==> src/design/rptl_pkg.sv <==
// Package: shared constants for reset-pin test entry and program lock
package rptl_pkg;
	localparam int unsigned CLK_HZ          = 100_000_000;
	localparam int unsigned CLK_PERIOD_NS   = 10;
	localparam int unsigned SUB_PER_SYMBOL  = 16;
	localparam int unsigned BITTIME_MAX_SUB = 18;
	localparam int unsigned HIGH_EXIT_US    = 2000;
	localparam int unsigned HIGH_EXIT_CYC   = HIGH_EXIT_US * 1000 / CLK_PERIOD_NS;
	localparam int unsigned BREAK_OSC_LOG2  = 16;
	localparam int unsigned SYNC_OSC_LOG2   = 15;
	localparam int unsigned BREAK_HOST_US   = 4000;
	localparam int unsigned BREAK_HOST_CYC  = (BREAK_HOST_US * 1000 + CLK_PERIOD_NS - 1) / CLK_PERIOD_NS;
	localparam logic [15:0] BIT_TIME_RST    = 16'h3200;
	localparam logic [7:0]  KEY_BYTE1       = 8'h5a;
	localparam logic [7:0]  KEY_BYTE2       = 8'h96;
	localparam logic [7:0]  ERASED_BYTE     = 8'hff;
	localparam logic [15:0] KEY_ADDR_LO     = 16'heff8;
	localparam int unsigned KEY_BYTES       = 8;
	localparam int unsigned KEY_TRIAL_NS    = 10_000;
	localparam int unsigned KEY_TRIAL_CYC   = KEY_TRIAL_NS / CLK_PERIOD_NS;
	localparam logic [3:0]  ZERO_HI_MIN     = 4'h2;
	localparam logic [3:0]  ZERO_HI_MAX     = 4'h5;
	localparam logic [3:0]  ONE_HI_MIN      = 4'ha;
	localparam logic [3:0]  ONE_HI_MAX      = 4'hd;
	localparam logic [3:0]  TERM_HI_MIN     = 4'h6;
	localparam logic [3:0]  TERM_HI_MAX     = 4'h9;
	localparam logic [3:0]  SYNC_HI_MIN     = 4'he;
	typedef enum logic [1:0] {
		RPTL_SYM_ZERO = 2'b00,
		RPTL_SYM_ONE  = 2'b01,
		RPTL_SYM_SYNC = 2'b10,
		RPTL_SYM_TERM = 2'b11
	} rptl_sym_t;
	localparam logic [7:0] OP_ERASE_MAIN      = 8'h01;
	localparam logic [7:0] OP_ERASE_MAIN_INFO = 8'h02;
	localparam logic [7:0] OP_READ_VERIFY     = 8'h03;
	localparam logic [7:0] OP_WRITE_MAIN      = 8'h04;
	localparam logic [7:0] OP_READ_INFO       = 8'h05;
	localparam logic [7:0] OP_WRITE_INFO      = 8'h06;
	localparam logic [7:0] OP_FAST_WRITE      = 8'h07;
	localparam logic [7:0] OP_FAST_READ       = 8'h08;
	localparam logic [7:0] RESP_OK            = 8'ha5;
	localparam logic [7:0] RESP_REFUSED       = 8'he1;
	localparam int unsigned FRAME_BITS        = 32;
endpackage : rptl_pkg

==> src/design/rptl_if.sv <==
// Interface: reset pin and programming serial port between programmer and device
`timescale 1ns/1ps
interface rptl_if;
	logic reset_pin_n;
	logic prog_clock_in;
	logic prog_enable_n;
	logic prog_data_in;
	logic prog_data_out;
	logic prog_busy;
	modport device (
		input  reset_pin_n,
		input  prog_clock_in,
		input  prog_enable_n,
		input  prog_data_in,
		output prog_data_out,
		output prog_busy
	);
	modport programmer (
		output reset_pin_n,
		output prog_clock_in,
		output prog_enable_n,
		output prog_data_in,
		input  prog_data_out,
		input  prog_busy
	);
endinterface : rptl_if

==> src/design/rptl_device.sv <==
// Device end: reset-pin entry decoder and programming-mode lock
// Summary of operation
// - Symbols split in sixteen sub-periods, four states
// - Pin high over 2 ms exits test
// - Host sends break, syncs, two keys, terminator
// - Host returns pin low after terminator
// - Mismatch abandons sequence; fresh break needed
// - Break needs low beyond 2^16 oscillator periods
// - Third sync measures bit time, 16-bit buffer
// - Key bytes must equal 5A then 96
// - Terminator high checked; falling edge sets hold
// - Data or terminator symbol over 18 sub-periods aborts decoding
// - Sync over 2^15 oscillator periods aborts
// - Programming mode locked after power-on
// - Locked: only erases and read-verify run
// - Matching verify of key range unlocks
// - Erased key of all FF unlocks
// - Each key trial takes about 10 us
// - Serial port: busy, out, in, clock, enable
// - Eight programming commands supported
`timescale 1ns/1ps
module rptl_device #(
	parameter int unsigned BREAK_CYC = (1 << rptl_pkg::BREAK_OSC_LOG2) * 6,
	parameter int unsigned SYNC_CYC  = (1 << rptl_pkg::SYNC_OSC_LOG2) * 6,
	parameter int unsigned EXIT_CYC  = rptl_pkg::HIGH_EXIT_CYC,
	parameter int unsigned MEM_DEPTH = 65536
) (
	input  wire logic  clk_i,
	input  wire logic  srst_i,
	rptl_if.device     link,
	input  wire logic [7:0] key_byte_i [rptl_pkg::KEY_BYTES],
	output logic       test_mode_o,
	output logic       program_mode_o,
	output logic       unlocked_o,
	output logic [15:0] measured_bit_time_o,
	output logic       cmd_valid_o,
	output logic [7:0] cmd_op_o,
	output logic [15:0] cmd_addr_o,
	output logic [7:0] cmd_data_o
);
	typedef enum logic [2:0] {
		RPTL_ST_IDLE  = 3'b000,
		RPTL_ST_BREAK = 3'b001,
		RPTL_ST_SYNC  = 3'b010,
		RPTL_ST_BYTE1 = 3'b011,
		RPTL_ST_BYTE2 = 3'b100,
		RPTL_ST_TERM  = 3'b101,
		RPTL_ST_HOLD  = 3'b110
	} rptl_st_t;
	rptl_st_t state;
	rptl_st_t next_state;

	// Two-flop synchronisers for every pin input
	logic [1:0] rst_s, clk_s, enb_s, din_s;
	always_ff @(posedge clk_i) begin
		rst_s <= {rst_s[0], link.reset_pin_n};
		clk_s <= {clk_s[0], link.prog_clock_in};
		enb_s <= {enb_s[0], link.prog_enable_n};
		din_s <= {din_s[0], link.prog_data_in};
	end
	wire pin = rst_s[1];

	logic        sym_valid, sym_bad, pin_fall;
	rptl_pkg::rptl_sym_t sym;
	logic [31:0] lo_cnt, hi_cnt, sync_cnt;
	logic [1:0]  sync_n;
	logic [2:0]  bit_n;
	logic [7:0]  shreg;
	logic        clr_dec;

	rptl_sym_decoder u_dec (
		.clk_i       (clk_i),
		.srst_i      (srst_i),
		.clr_i       (clr_dec),
		.pin_i       (pin),
		.bit_time_i  (measured_bit_time_o),
		.sym_valid_o (sym_valid),
		.sym_o       (sym),
		.sym_bad_o   (sym_bad),
		.fall_o      (pin_fall)
	);

	wire break_seen = (lo_cnt > BREAK_CYC);
	wire high_exit  = (hi_cnt > EXIT_CYC);
	wire sync_tmo   = (state == RPTL_ST_SYNC) && (sync_cnt > SYNC_CYC);
	wire in_frame   = (state != RPTL_ST_IDLE) && (state != RPTL_ST_BREAK) && (state != RPTL_ST_HOLD);
	// Syncs come before the bit time is known, so only their period is policed
	wire abort      = in_frame && ((sym_bad && state != RPTL_ST_SYNC) || sync_tmo);
	wire [7:0] byte_now = {shreg[6:0], (sym == rptl_pkg::RPTL_SYM_ONE)};
	wire in_bytes   = (state == RPTL_ST_BYTE1) || (state == RPTL_ST_BYTE2);
	wire data_sym   = sym_valid && !sym_bad && in_bytes &&
		(sym == rptl_pkg::RPTL_SYM_ZERO || sym == rptl_pkg::RPTL_SYM_ONE);

	always_comb begin
		next_state = state;
		if (high_exit && state != RPTL_ST_BREAK)
			next_state = RPTL_ST_IDLE;
		else if (abort)
			next_state = RPTL_ST_IDLE;
		else begin
			case (state)
				RPTL_ST_IDLE:  if (break_seen) next_state = RPTL_ST_BREAK;
				RPTL_ST_BREAK: if (pin) next_state = RPTL_ST_SYNC;
				RPTL_ST_SYNC:
					if (sym_valid && sync_n == 2'd2) next_state = RPTL_ST_BYTE1;
				RPTL_ST_BYTE1:
					if (sym_valid && !data_sym) next_state = RPTL_ST_IDLE;
					else if (data_sym && bit_n == 3'd7)
						next_state = (byte_now == rptl_pkg::KEY_BYTE1) ? RPTL_ST_BYTE2 : RPTL_ST_IDLE;
				RPTL_ST_BYTE2:
					if (sym_valid && !data_sym) next_state = RPTL_ST_IDLE;
					else if (data_sym && bit_n == 3'd7)
						next_state = (byte_now == rptl_pkg::KEY_BYTE2) ? RPTL_ST_TERM : RPTL_ST_IDLE;
				RPTL_ST_TERM:
					if (sym_valid) next_state = RPTL_ST_IDLE;
					else if (pin_fall && sync_cnt > 32'(measured_bit_time_o) / 4 &&
						sync_cnt < 32'(measured_bit_time_o) * 5 / 8) next_state = RPTL_ST_HOLD;
				RPTL_ST_HOLD: next_state = RPTL_ST_HOLD;
				default:      next_state = RPTL_ST_IDLE;
			endcase
		end
	end

	// Decoder runs during break so the edge that ends it is seen
	assign clr_dec = (state == RPTL_ST_IDLE);

	always_ff @(posedge clk_i) begin
		if (srst_i) begin
			state <= RPTL_ST_IDLE;
			lo_cnt <= 32'h0;
			hi_cnt <= 32'h0;
			sync_cnt <= 32'h0;
			sync_n <= 2'd0;
			bit_n <= 3'd0;
			shreg <= 8'h00;
			measured_bit_time_o <= rptl_pkg::BIT_TIME_RST;
			test_mode_o <= 1'b0;
		end else begin
			state <= next_state;
			lo_cnt <= pin ? 32'h0 : (break_seen ? lo_cnt : lo_cnt + 32'h1);
			hi_cnt <= !pin ? 32'h0 : (high_exit ? hi_cnt : hi_cnt + 32'h1);
			sync_cnt <= (pin_fall && state == RPTL_ST_TERM) ? sync_cnt :
				(sym_valid || state == RPTL_ST_BREAK) ? 32'h0 : sync_cnt + 32'h1;
			if (state == RPTL_ST_SYNC && sym_valid) begin
				sync_n <= sync_n + 2'd1;
				if (sync_n == 2'd2)
					measured_bit_time_o <= sync_cnt[15:0] + 16'h1;
			end else if (clr_dec)
				sync_n <= 2'd0;
			if (data_sym) begin
				shreg <= byte_now;
				bit_n <= bit_n + 3'd1;
			end else if (clr_dec)
				bit_n <= 3'd0;
			test_mode_o <= (next_state == RPTL_ST_HOLD);
		end
	end

	// Programming serial port
	logic [31:0] rx;
	logic [5:0]  rx_n;
	logic [7:0]  tx;
	logic        sclk_q, erased;
	logic [7:0]  mem [MEM_DEPTH];
	logic [7:0]  info [256];
	logic [3:0]  kidx;
	logic        kmatch;
	logic [15:0] busy_cnt;
	logic        frame_done;
	wire sclk_rise = clk_s[1] & ~sclk_q;
	wire sclk_fall = ~clk_s[1] & sclk_q;
	wire [7:0] op = rx[31:24];
	wire allowed = unlocked_o || op == rptl_pkg::OP_ERASE_MAIN || op == rptl_pkg::OP_ERASE_MAIN_INFO ||
		op == rptl_pkg::OP_READ_VERIFY;
	wire [7:0] key_exp = erased ? rptl_pkg::ERASED_BYTE : key_byte_i[kidx[2:0]];

	always_ff @(posedge clk_i) begin
		sclk_q <= clk_s[1];
		cmd_valid_o <= 1'b0;
		frame_done <= 1'b0;
		if (srst_i) begin
			program_mode_o <= 1'b0;
			unlocked_o <= 1'b0;
			rx <= 32'h0;
			rx_n <= 6'd0;
			tx <= 8'h00;
			kidx <= 4'd0;
			kmatch <= 1'b1;
			erased <= 1'b0;
			busy_cnt <= 16'h0;
			cmd_op_o <= 8'h00;
			cmd_addr_o <= 16'h0000;
			cmd_data_o <= 8'h00;
			link.prog_busy <= 1'b0;
			link.prog_data_out <= 1'b0;
		end else begin
			program_mode_o <= test_mode_o;
			if (!test_mode_o)
				unlocked_o <= 1'b0;
			if (enb_s[1] || !test_mode_o)
				rx_n <= 6'd0;
			else if (sclk_rise && busy_cnt == 16'h0) begin
				rx <= {rx[30:0], din_s[1]};
				rx_n <= rx_n + 6'd1;
				if (rx_n == 6'(rptl_pkg::FRAME_BITS - 1))
					frame_done <= 1'b1;
			end
			if (sclk_fall && !enb_s[1]) begin
				link.prog_data_out <= tx[7];
				tx <= {tx[6:0], 1'b0};
			end
			if (frame_done) begin
				tx <= allowed ? rptl_pkg::RESP_OK : rptl_pkg::RESP_REFUSED;
				if (allowed) begin
					cmd_valid_o <= 1'b1;
					cmd_op_o <= op;
					cmd_addr_o <= rx[23:8];
					cmd_data_o <= rx[7:0];
				end
				case (op)
					rptl_pkg::OP_ERASE_MAIN, rptl_pkg::OP_ERASE_MAIN_INFO:
						erased <= 1'b1;
					rptl_pkg::OP_WRITE_MAIN, rptl_pkg::OP_FAST_WRITE:
						if (allowed) mem[rx[23:8]] <= rx[7:0];
					rptl_pkg::OP_WRITE_INFO:
						if (allowed) info[rx[15:8]] <= rx[7:0];
					rptl_pkg::OP_READ_INFO:
						if (allowed) tx <= info[rx[15:8]];
					rptl_pkg::OP_READ_VERIFY: begin
						// One byte per frame; eighth byte at key top decides
						busy_cnt <= 16'(rptl_pkg::KEY_TRIAL_CYC);
						if (rx[23:8] == rptl_pkg::KEY_ADDR_LO + 16'(kidx)) begin
							if (kidx == 4'd7) begin
								if (kmatch && rx[7:0] == key_exp) unlocked_o <= 1'b1;
								kidx <= 4'd0;
								kmatch <= 1'b1;
							end else begin
								kmatch <= kmatch && (rx[7:0] == key_exp);
								kidx <= kidx + 4'd1;
							end
						end else begin
							kidx <= 4'd0;
							kmatch <= 1'b1;
						end
					end
					default: ;
				endcase
			end else if (busy_cnt != 16'h0)
				busy_cnt <= busy_cnt - 16'h1;
			link.prog_busy <= (busy_cnt > 16'h1) || frame_done;
		end
	end
endmodule : rptl_device

==> src/design/rptl_sym_decoder.sv <==
// Duty-cycle symbol decoder for the reset pin
`timescale 1ns/1ps
module rptl_sym_decoder (
	input  wire logic                clk_i,
	input  wire logic                srst_i,
	input  wire logic                clr_i,
	input  wire logic                pin_i,
	input  wire logic [15:0]         bit_time_i,
	output logic                     sym_valid_o,
	output rptl_pkg::rptl_sym_t      sym_o,
	output logic                     sym_bad_o,
	output logic                     fall_o
);
	logic        pin_q;
	logic [15:0] sub_cnt;
	logic [4:0]  sub_idx;
	logic [4:0]  hi_subs;
	logic        seen_rise;
	wire         rise    = pin_i & ~pin_q;
	wire         fall    = ~pin_i & pin_q;
	wire  [15:0] sub_len = {4'h0, bit_time_i[15:4]};
	wire         sub_end = (sub_cnt + 16'h0001 >= sub_len);
	wire  [3:0]  hi4     = (hi_subs > 5'd15) ? 4'hf : hi_subs[3:0];

	assign fall_o = fall;

	always_ff @(posedge clk_i) begin
		pin_q <= pin_i;
		sym_valid_o <= 1'b0;
		sym_bad_o <= 1'b0;
		if (srst_i || clr_i) begin
			sub_cnt <= 16'h0000;
			sub_idx <= 5'd0;
			hi_subs <= 5'd0;
			seen_rise <= 1'b0;
			sym_o <= rptl_pkg::RPTL_SYM_ZERO;
		end else if (rise) begin
			// Symbol boundary is the rising edge; classify previous high time
			if (seen_rise) begin
				sym_valid_o <= 1'b1;
				if (hi4 >= rptl_pkg::SYNC_HI_MIN)
					sym_o <= rptl_pkg::RPTL_SYM_SYNC;
				else if (hi4 >= rptl_pkg::ONE_HI_MIN && hi4 <= rptl_pkg::ONE_HI_MAX)
					sym_o <= rptl_pkg::RPTL_SYM_ONE;
				else if (hi4 >= rptl_pkg::TERM_HI_MIN && hi4 <= rptl_pkg::TERM_HI_MAX)
					sym_o <= rptl_pkg::RPTL_SYM_TERM;
				else if (hi4 >= rptl_pkg::ZERO_HI_MIN && hi4 <= rptl_pkg::ZERO_HI_MAX)
					sym_o <= rptl_pkg::RPTL_SYM_ZERO;
				else
					sym_bad_o <= 1'b1;
			end
			seen_rise <= 1'b1;
			sub_cnt <= 16'h0000;
			sub_idx <= 5'd0;
			hi_subs <= 5'd0;
		end else if (seen_rise) begin
			if (sub_end) begin
				sub_cnt <= 16'h0000;
				if (sub_idx != 5'd31)
					sub_idx <= sub_idx + 5'd1;
				if (pin_i && hi_subs != 5'd31)
					hi_subs <= hi_subs + 5'd1;
			end else begin
				sub_cnt <= sub_cnt + 16'h0001;
			end
			if (sub_idx >= 5'(rptl_pkg::BITTIME_MAX_SUB))
				sym_bad_o <= 1'b1;
		end
	end
endmodule : rptl_sym_decoder

==> src/flat_wrapper.sv <==
// flat-port wrapper written by rule: the top's interface ports become plain ports
module rptl_device_flat 
#(
	parameter int unsigned BREAK_CYC = (1 << rptl_pkg::BREAK_OSC_LOG2) * 6,
	parameter int unsigned SYNC_CYC  = (1 << rptl_pkg::SYNC_OSC_LOG2) * 6,
	parameter int unsigned EXIT_CYC  = rptl_pkg::HIGH_EXIT_CYC,
	parameter int unsigned MEM_DEPTH = 65536
)
  (clk_i, srst_i, key_byte_i, test_mode_o, program_mode_o, unlocked_o, measured_bit_time_o, cmd_valid_o, cmd_op_o, cmd_addr_o, cmd_data_o, link_reset_pin_n, link_prog_clock_in, link_prog_enable_n, link_prog_data_in, link_prog_data_out, link_prog_busy);
  rptl_if link_i ();
  input  wire logic clk_i;
  input  wire logic srst_i;
  input  wire logic [7:0] key_byte_i[rptl_pkg::KEY_BYTES];
  output logic test_mode_o;
  output logic program_mode_o;
  output logic unlocked_o;
  output logic [15:0] measured_bit_time_o;
  output logic cmd_valid_o;
  output logic [7:0] cmd_op_o;
  output logic [15:0] cmd_addr_o;
  output logic [7:0] cmd_data_o;
  input wire logic [$bits(link_i.reset_pin_n)-1:0] link_reset_pin_n;
  input wire logic [$bits(link_i.prog_clock_in)-1:0] link_prog_clock_in;
  input wire logic [$bits(link_i.prog_enable_n)-1:0] link_prog_enable_n;
  input wire logic [$bits(link_i.prog_data_in)-1:0] link_prog_data_in;
  output wire logic [$bits(link_i.prog_data_out)-1:0] link_prog_data_out;
  output wire logic [$bits(link_i.prog_busy)-1:0] link_prog_busy;
  assign link_i.reset_pin_n = link_reset_pin_n;
  assign link_i.prog_clock_in = link_prog_clock_in;
  assign link_i.prog_enable_n = link_prog_enable_n;
  assign link_i.prog_data_in = link_prog_data_in;
  assign link_prog_data_out = link_i.prog_data_out;
  assign link_prog_busy = link_i.prog_busy;
  rptl_device #(.BREAK_CYC(BREAK_CYC), .SYNC_CYC(SYNC_CYC), .EXIT_CYC(EXIT_CYC), .MEM_DEPTH(MEM_DEPTH)) u_core (.clk_i(clk_i), .srst_i(srst_i), .link(link_i), .key_byte_i(key_byte_i), .test_mode_o(test_mode_o), .program_mode_o(program_mode_o), .unlocked_o(unlocked_o), .measured_bit_time_o(measured_bit_time_o), .cmd_valid_o(cmd_valid_o), .cmd_op_o(cmd_op_o), .cmd_addr_o(cmd_addr_o), .cmd_data_o(cmd_data_o));
endmodule
==> config.mk <==
export PLATFORM = sky130hd
export DESIGN_NAME = rptl_device_flat
export DESIGN_NICKNAME = d
export VERILOG_FILES = /design/src/design/rptl_pkg.sv /design/src/design/rptl_if.sv /design/src/design/rptl_device.sv /design/src/design/rptl_sym_decoder.sv /design/src/flat_wrapper.sv
export SDC_FILE = /design/constraint.sdc
export NUM_CORES = 2
export LEC_CHECK = 0
export BUFFER_PORTS_ARGS = -buffer_cell sky130_fd_sc_hd__buf_2
export CAP_MARGIN = 20
export CORE_ASPECT_RATIO = 1.75
export CORE_MARGIN = 2
export CORE_UTILIZATION = 55
export CTS_BUF_LIST = sky130_fd_sc_hd__clkbuf_16
export DETAILED_ROUTE_END_ITERATION = 7
export GPL_ROUTABILITY_DRIVEN = 0
export PLACE_DENSITY = 0.73
export SETUP_SLACK_MARGIN = 0.15
export SLEW_MARGIN = 5
export SYNTH_ARGS = -nofsm -noshare
export SYNTH_HDL_FRONTEND = slang
export SYNTH_SLANG_ARGS = --single-unit
==> constraint.sdc <==
create_clock -name clk_i -period 4.65 [get_ports clk_i]
set_input_delay 0.465 -clock clk_i [delete_from_list [all_inputs] [get_ports clk_i]]
set_output_delay 0.465 -clock clk_i [all_outputs]
set_load 0.05 [all_outputs]
==> summary.txt <==
Min path
  – Hold path endpoint: u_core.din_s[0]
  – Worst hold path class: in2reg
  – Number of cells on the worst hold path: 2
  – HP Start: link_prog_data_in

Power and ir drop
  – Power Internal: 31.8 mW
  – Seq pwr share: 56.9%
  – Leakage: 34.2 nW
  – Clk pwr share: 41.8%
  – Switching power total: 7.72 mW
  – PwrDens: 376 mW/mm^2
  – Switching Fraction: 19.5%
  – Maximum VDD drop: 268 uV
  – Combinational group share of total power: 1.3%

Place
  – HPWL Detailed: 169000 um
  – # port buffers: 123

Timing
  – Tmin final: 4170 ps
  – Fmax: 240 MHz
  – # setup viols final: 0
  – Final period util: 89.8%
  – Final setup TNS: 0 ps
  – Setup Skew: 33.8 ps
  – Tightest Pin Transition: 1370 ps
  – Final slew viol count: 0
  – Fin. Hold Viols: 0
  – Max_slew headroom: 8.35%
  – RSZ-0062 raised after global routing: false

Status
  – Status: complete, but fails checks
  – Failing checks: DRC

Clocking
  – Sink Count: 2331
  – Clk slew on worst S/H paths: 60 ps
  – Clock Path Buffers: 4
  – CTS tree: done
  – CTS buffer count: 196
  – Buffer count from post-CTS setup fixing: 0
  – Clock Latency Late Sink: 840 ps
  – H-tree levels: 4
  – Root buf cell: clkbuf_16

GRT
  – Largest net degree at the start of global routing: 190
  – Gr ovfl total: 0
  – Vias in the first global route: 53665
  – GRT Total Usage: 29.7%
  – Antenna violations before repair: 11
  – First-pass GRT wire length: 368000 um

Worst setup path
  – R2R Path Start: u_core.measured_bit_time_o[2]
  – Crit path kind: reg2reg
  – Crit-path max FO: 5
  – CP required: 5370 ps
  – WP data arrival: 4890 ps
  – Worst R2R Setup Slack: 480 ps
  – Startpoint Class: flop
  – Worst Reg2Reg Path Length in Cells: 18
  – R2R Path End: u_core.test_mode_o
  – Crit. End Element: flop

Route
  – Iter 0 DRT Violations: 6808
  – Vias: 52975
  – Wirelength per Cell: 31.7 um
  – Pre-Repair DR Iteration Count: 8
  – Final ANT Viol Nets: 0
  – Drt drc: 3
  – DR vias/cell: 6.52
  – Final wirelength: 258000 um

Logic synthesis
  – Post-synth EDFFs: 2048
  – Netlist area before placement: 0.0936 mm^2
  – Syn Inst Count: 5365
  – Post-synthesis cell type count: 84
  – Seq cells post-synth: 2331
  – Yosys warns: 0
  – Synthesized net count: 5524
  – Ys flop type: edfxtp_1
  – Syn avg cell area: 17.4 um^2
  – Share of flip-flops with an asynchronous set or reset: 0%
  – Seq/Total Area, Yosys: 71.8%

Floorplan
  – IO Count: 124
  – Initial core utilization: 55.2%
  – Die H: 550 um
  – Die outline width: 316 um
  – FP Rows: 200
  – DIE AREA: 0.174 mm^2
  – Core area: 0.169 mm^2

Finish
  – Final core occ: 62.1%
  – Ratio of cells with drive above 1 in the final layout: 22.7%
  – Area delta synth->final: 12.4%
  – NumNets Final: 5909

Job
  – Max-capacitance violation count: 0
==> logic make-up (layout without fill, tap and decap cells) <==
logic type | after synthesis | count (layout) | share of synthesized area, %
DFF | 2331 | 2331 | 71.8
xor gates and xnor gates | 106 | 106 | 0.992
muxes | 676 | 676 | 13.8
other | 0 | 8 | 0
and+or+nand+nor | 1224 | 1224 | 6.21
adders and majority gates | 89 | 89 | 1.20
buffers and inverters | 353 | 889 | 1.77
AOI/OAI and AO/OA | 586 | 586 | 4.26
==> Yosys cell counts (11+ instances only) <==
| master | instances | share of area (%) |
|---|---|---|
| a2111oi_0 | 12 | 0.11 |
| a211oi_1 | 38 | 0.30 |
| a21o_1 | 14 | 0.11 |
| a21oi_1 | 148 | 0.79 |
| a21oi_2 | 13 | 0.12 |
| a221oi_1 | 40 | 0.37 |
| a22o_1 | 33 | 0.31 |
| a22oi_1 | 111 | 0.89 |
| a31oi_1 | 22 | 0.15 |
| and2_1 | 47 | 0.31 |
| and3_1 | 27 | 0.18 |
| buf_1 | 31 | 0.12 |
| buf_2 | 92 | 0.49 |
| buf_4 | 28 | 0.22 |
| clkbuf_1 | 147 | 0.59 |
| dfxtp_1 | 283 | 6.1 |
| edfxtp_1 | 2048 | 66 |
| ha_1 | 88 | 1.2 |
| inv_1 | 42 | 0.17 |
| mux2i_1 | 178 | 1.9 |
| mux4_2 | 490 | 12 |
| nand2_1 | 239 | 0.96 |
| nand2b_1 | 28 | 0.19 |
| nand3_1 | 117 | 0.63 |
| nand4_1 | 50 | 0.33 |
| nor2_1 | 486 | 1.9 |
| nor2b_1 | 57 | 0.38 |
| nor3_1 | 55 | 0.29 |
| nor4_1 | 30 | 0.20 |
| o21ai_0 | 65 | 0.35 |
| o22ai_1 | 14 | 0.094 |
| or2_2 | 11 | 0.074 |
| or3_1 | 23 | 0.15 |
| xnor2_1 | 48 | 0.45 |
| xor2_1 | 58 | 0.54 |
==> how the worst max path moves through the flow <==
stage	slack (ps)	start	endpoint
after floorplan	240	u_core.rx[3]	u_core.unlocked_o
after global placement	130	u_core.measured_bit_time_o[2]	u_core.test_mode_o
after detailed placement	250	u_core.measured_bit_time_o[2]	u_core.test_mode_o
after CTS	190	u_core.measured_bit_time_o[2]	u_core.test_mode_o
after global routing	200	u_core.measured_bit_time_o[3]	u_core.test_mode_o
final	480	u_core.measured_bit_time_o[2]	u_core.test_mode_o
==> cell usage in the layout, fill, tap and decap left out, drive strengths merged, types with 57 or more instances in the layout <==
cell	Yosys	final
nor2	487	487
dfxtp	283	283
nor2b	57	57
mux2i	178	178
edfxtp	2048	2048
xor2	58	58
clkbuf	147	201
ha	88	88
o21ai	70	70
a21oi	161	161
a22oi	111	111
nand3	120	120
inv	42	83
nand2	241	241
mux4	490	490
buf	164	493
clkinv	0	70
==> metal layers <==
metal	up-vias	share of wire (%)	global-route usage [%]
met1	27019	32	33.3
met2	3072	51	51.0
li1	22074	-	-
met4	4	9.0	22.4
met3	806	8.4	4.89
met5	-	0.010	0
==> what timing repair did <==
action	4_1_cts	5_1_grt
hold endpoints to repair	20	0
endpoints found under the setup margin	0	3
hold buffers	5	0
gates resized for setup	0	4
==> stage by stage <==
step / area, um^2 / setup WS (ps) / cells / hold WS, ps / power, mW
after detailed placement: 98700 / 252 / 7767 / 316 / 23.5
after global routing: 105000 / 203 / 8128 / 272 / 40.4
after global placement: 98700 / 134 / 7767 / 323 / 23.5
after floorplan: 93600 / 242 / 5365 / 310 / 23.4
after CTS: 105000 / 195 / 8121 / 226 / 39.7
final: 105000 / 476 / 8131 / 261 / 39.6
==> sequential cells by signal, indices dropped and copies added, names as in the netlist, 16 cells and up, named ones only <==
name and flops:
u_core.u_dec.sub_cnt 16, u_core.sync_cnt 32, u_core.hi_cnt 32, u_core.measured_bit_time_o 16, u_core.rx 32, u_core.cmd_addr_o 16
u_core.info 2048, u_core.busy_cnt 16, u_core.lo_cnt 32
==> cell type report <==
class                   count  area [um^2]
flip-flops and latches   2331        67200
fillers                 11595        64200
multi-input cells        2681        24900
clock buffers             201         5030
repair buffers            498         3790
well taps                2222         2780
clock inverters           148         1320
inverters                  42          158
diodes                      8         20.0
==> power groups by stage <==
stage / clock network [mW] / logic, mW / registers (mW)
2_1_floorplan: 0 / 0.387 / 23.0
3_3_place_gp: 0 / 0.513 / 23.0
3_5_place_dp: 0 / 0.525 / 23.0
4_1_cts: 16.6 / 0.534 / 22.5
5_1_grt: 17.3 / 0.586 / 22.5
6_report: 16.5 / 0.531 / 22.5
==> worst max-delay path, cell delays in order (launching register included) <==
cell and delay [ps]:
dfxtp_1 420, ha_1 300, ha_1 300, a21o_1 170, a21oi_2 190, o211ai_1 140, and3_1 200, o21a_1 190
o21a_1 210, o41ai_2 360, xor2_1 210, ha_1 270, a21oi_1 140, nor2b_1 60, o21ai_0 150, o211ai_1 130
a211oi_2 240, nand2b_1 150, nor4bb_1 220
No activity file was read; power rests on OpenSTA's default activity.
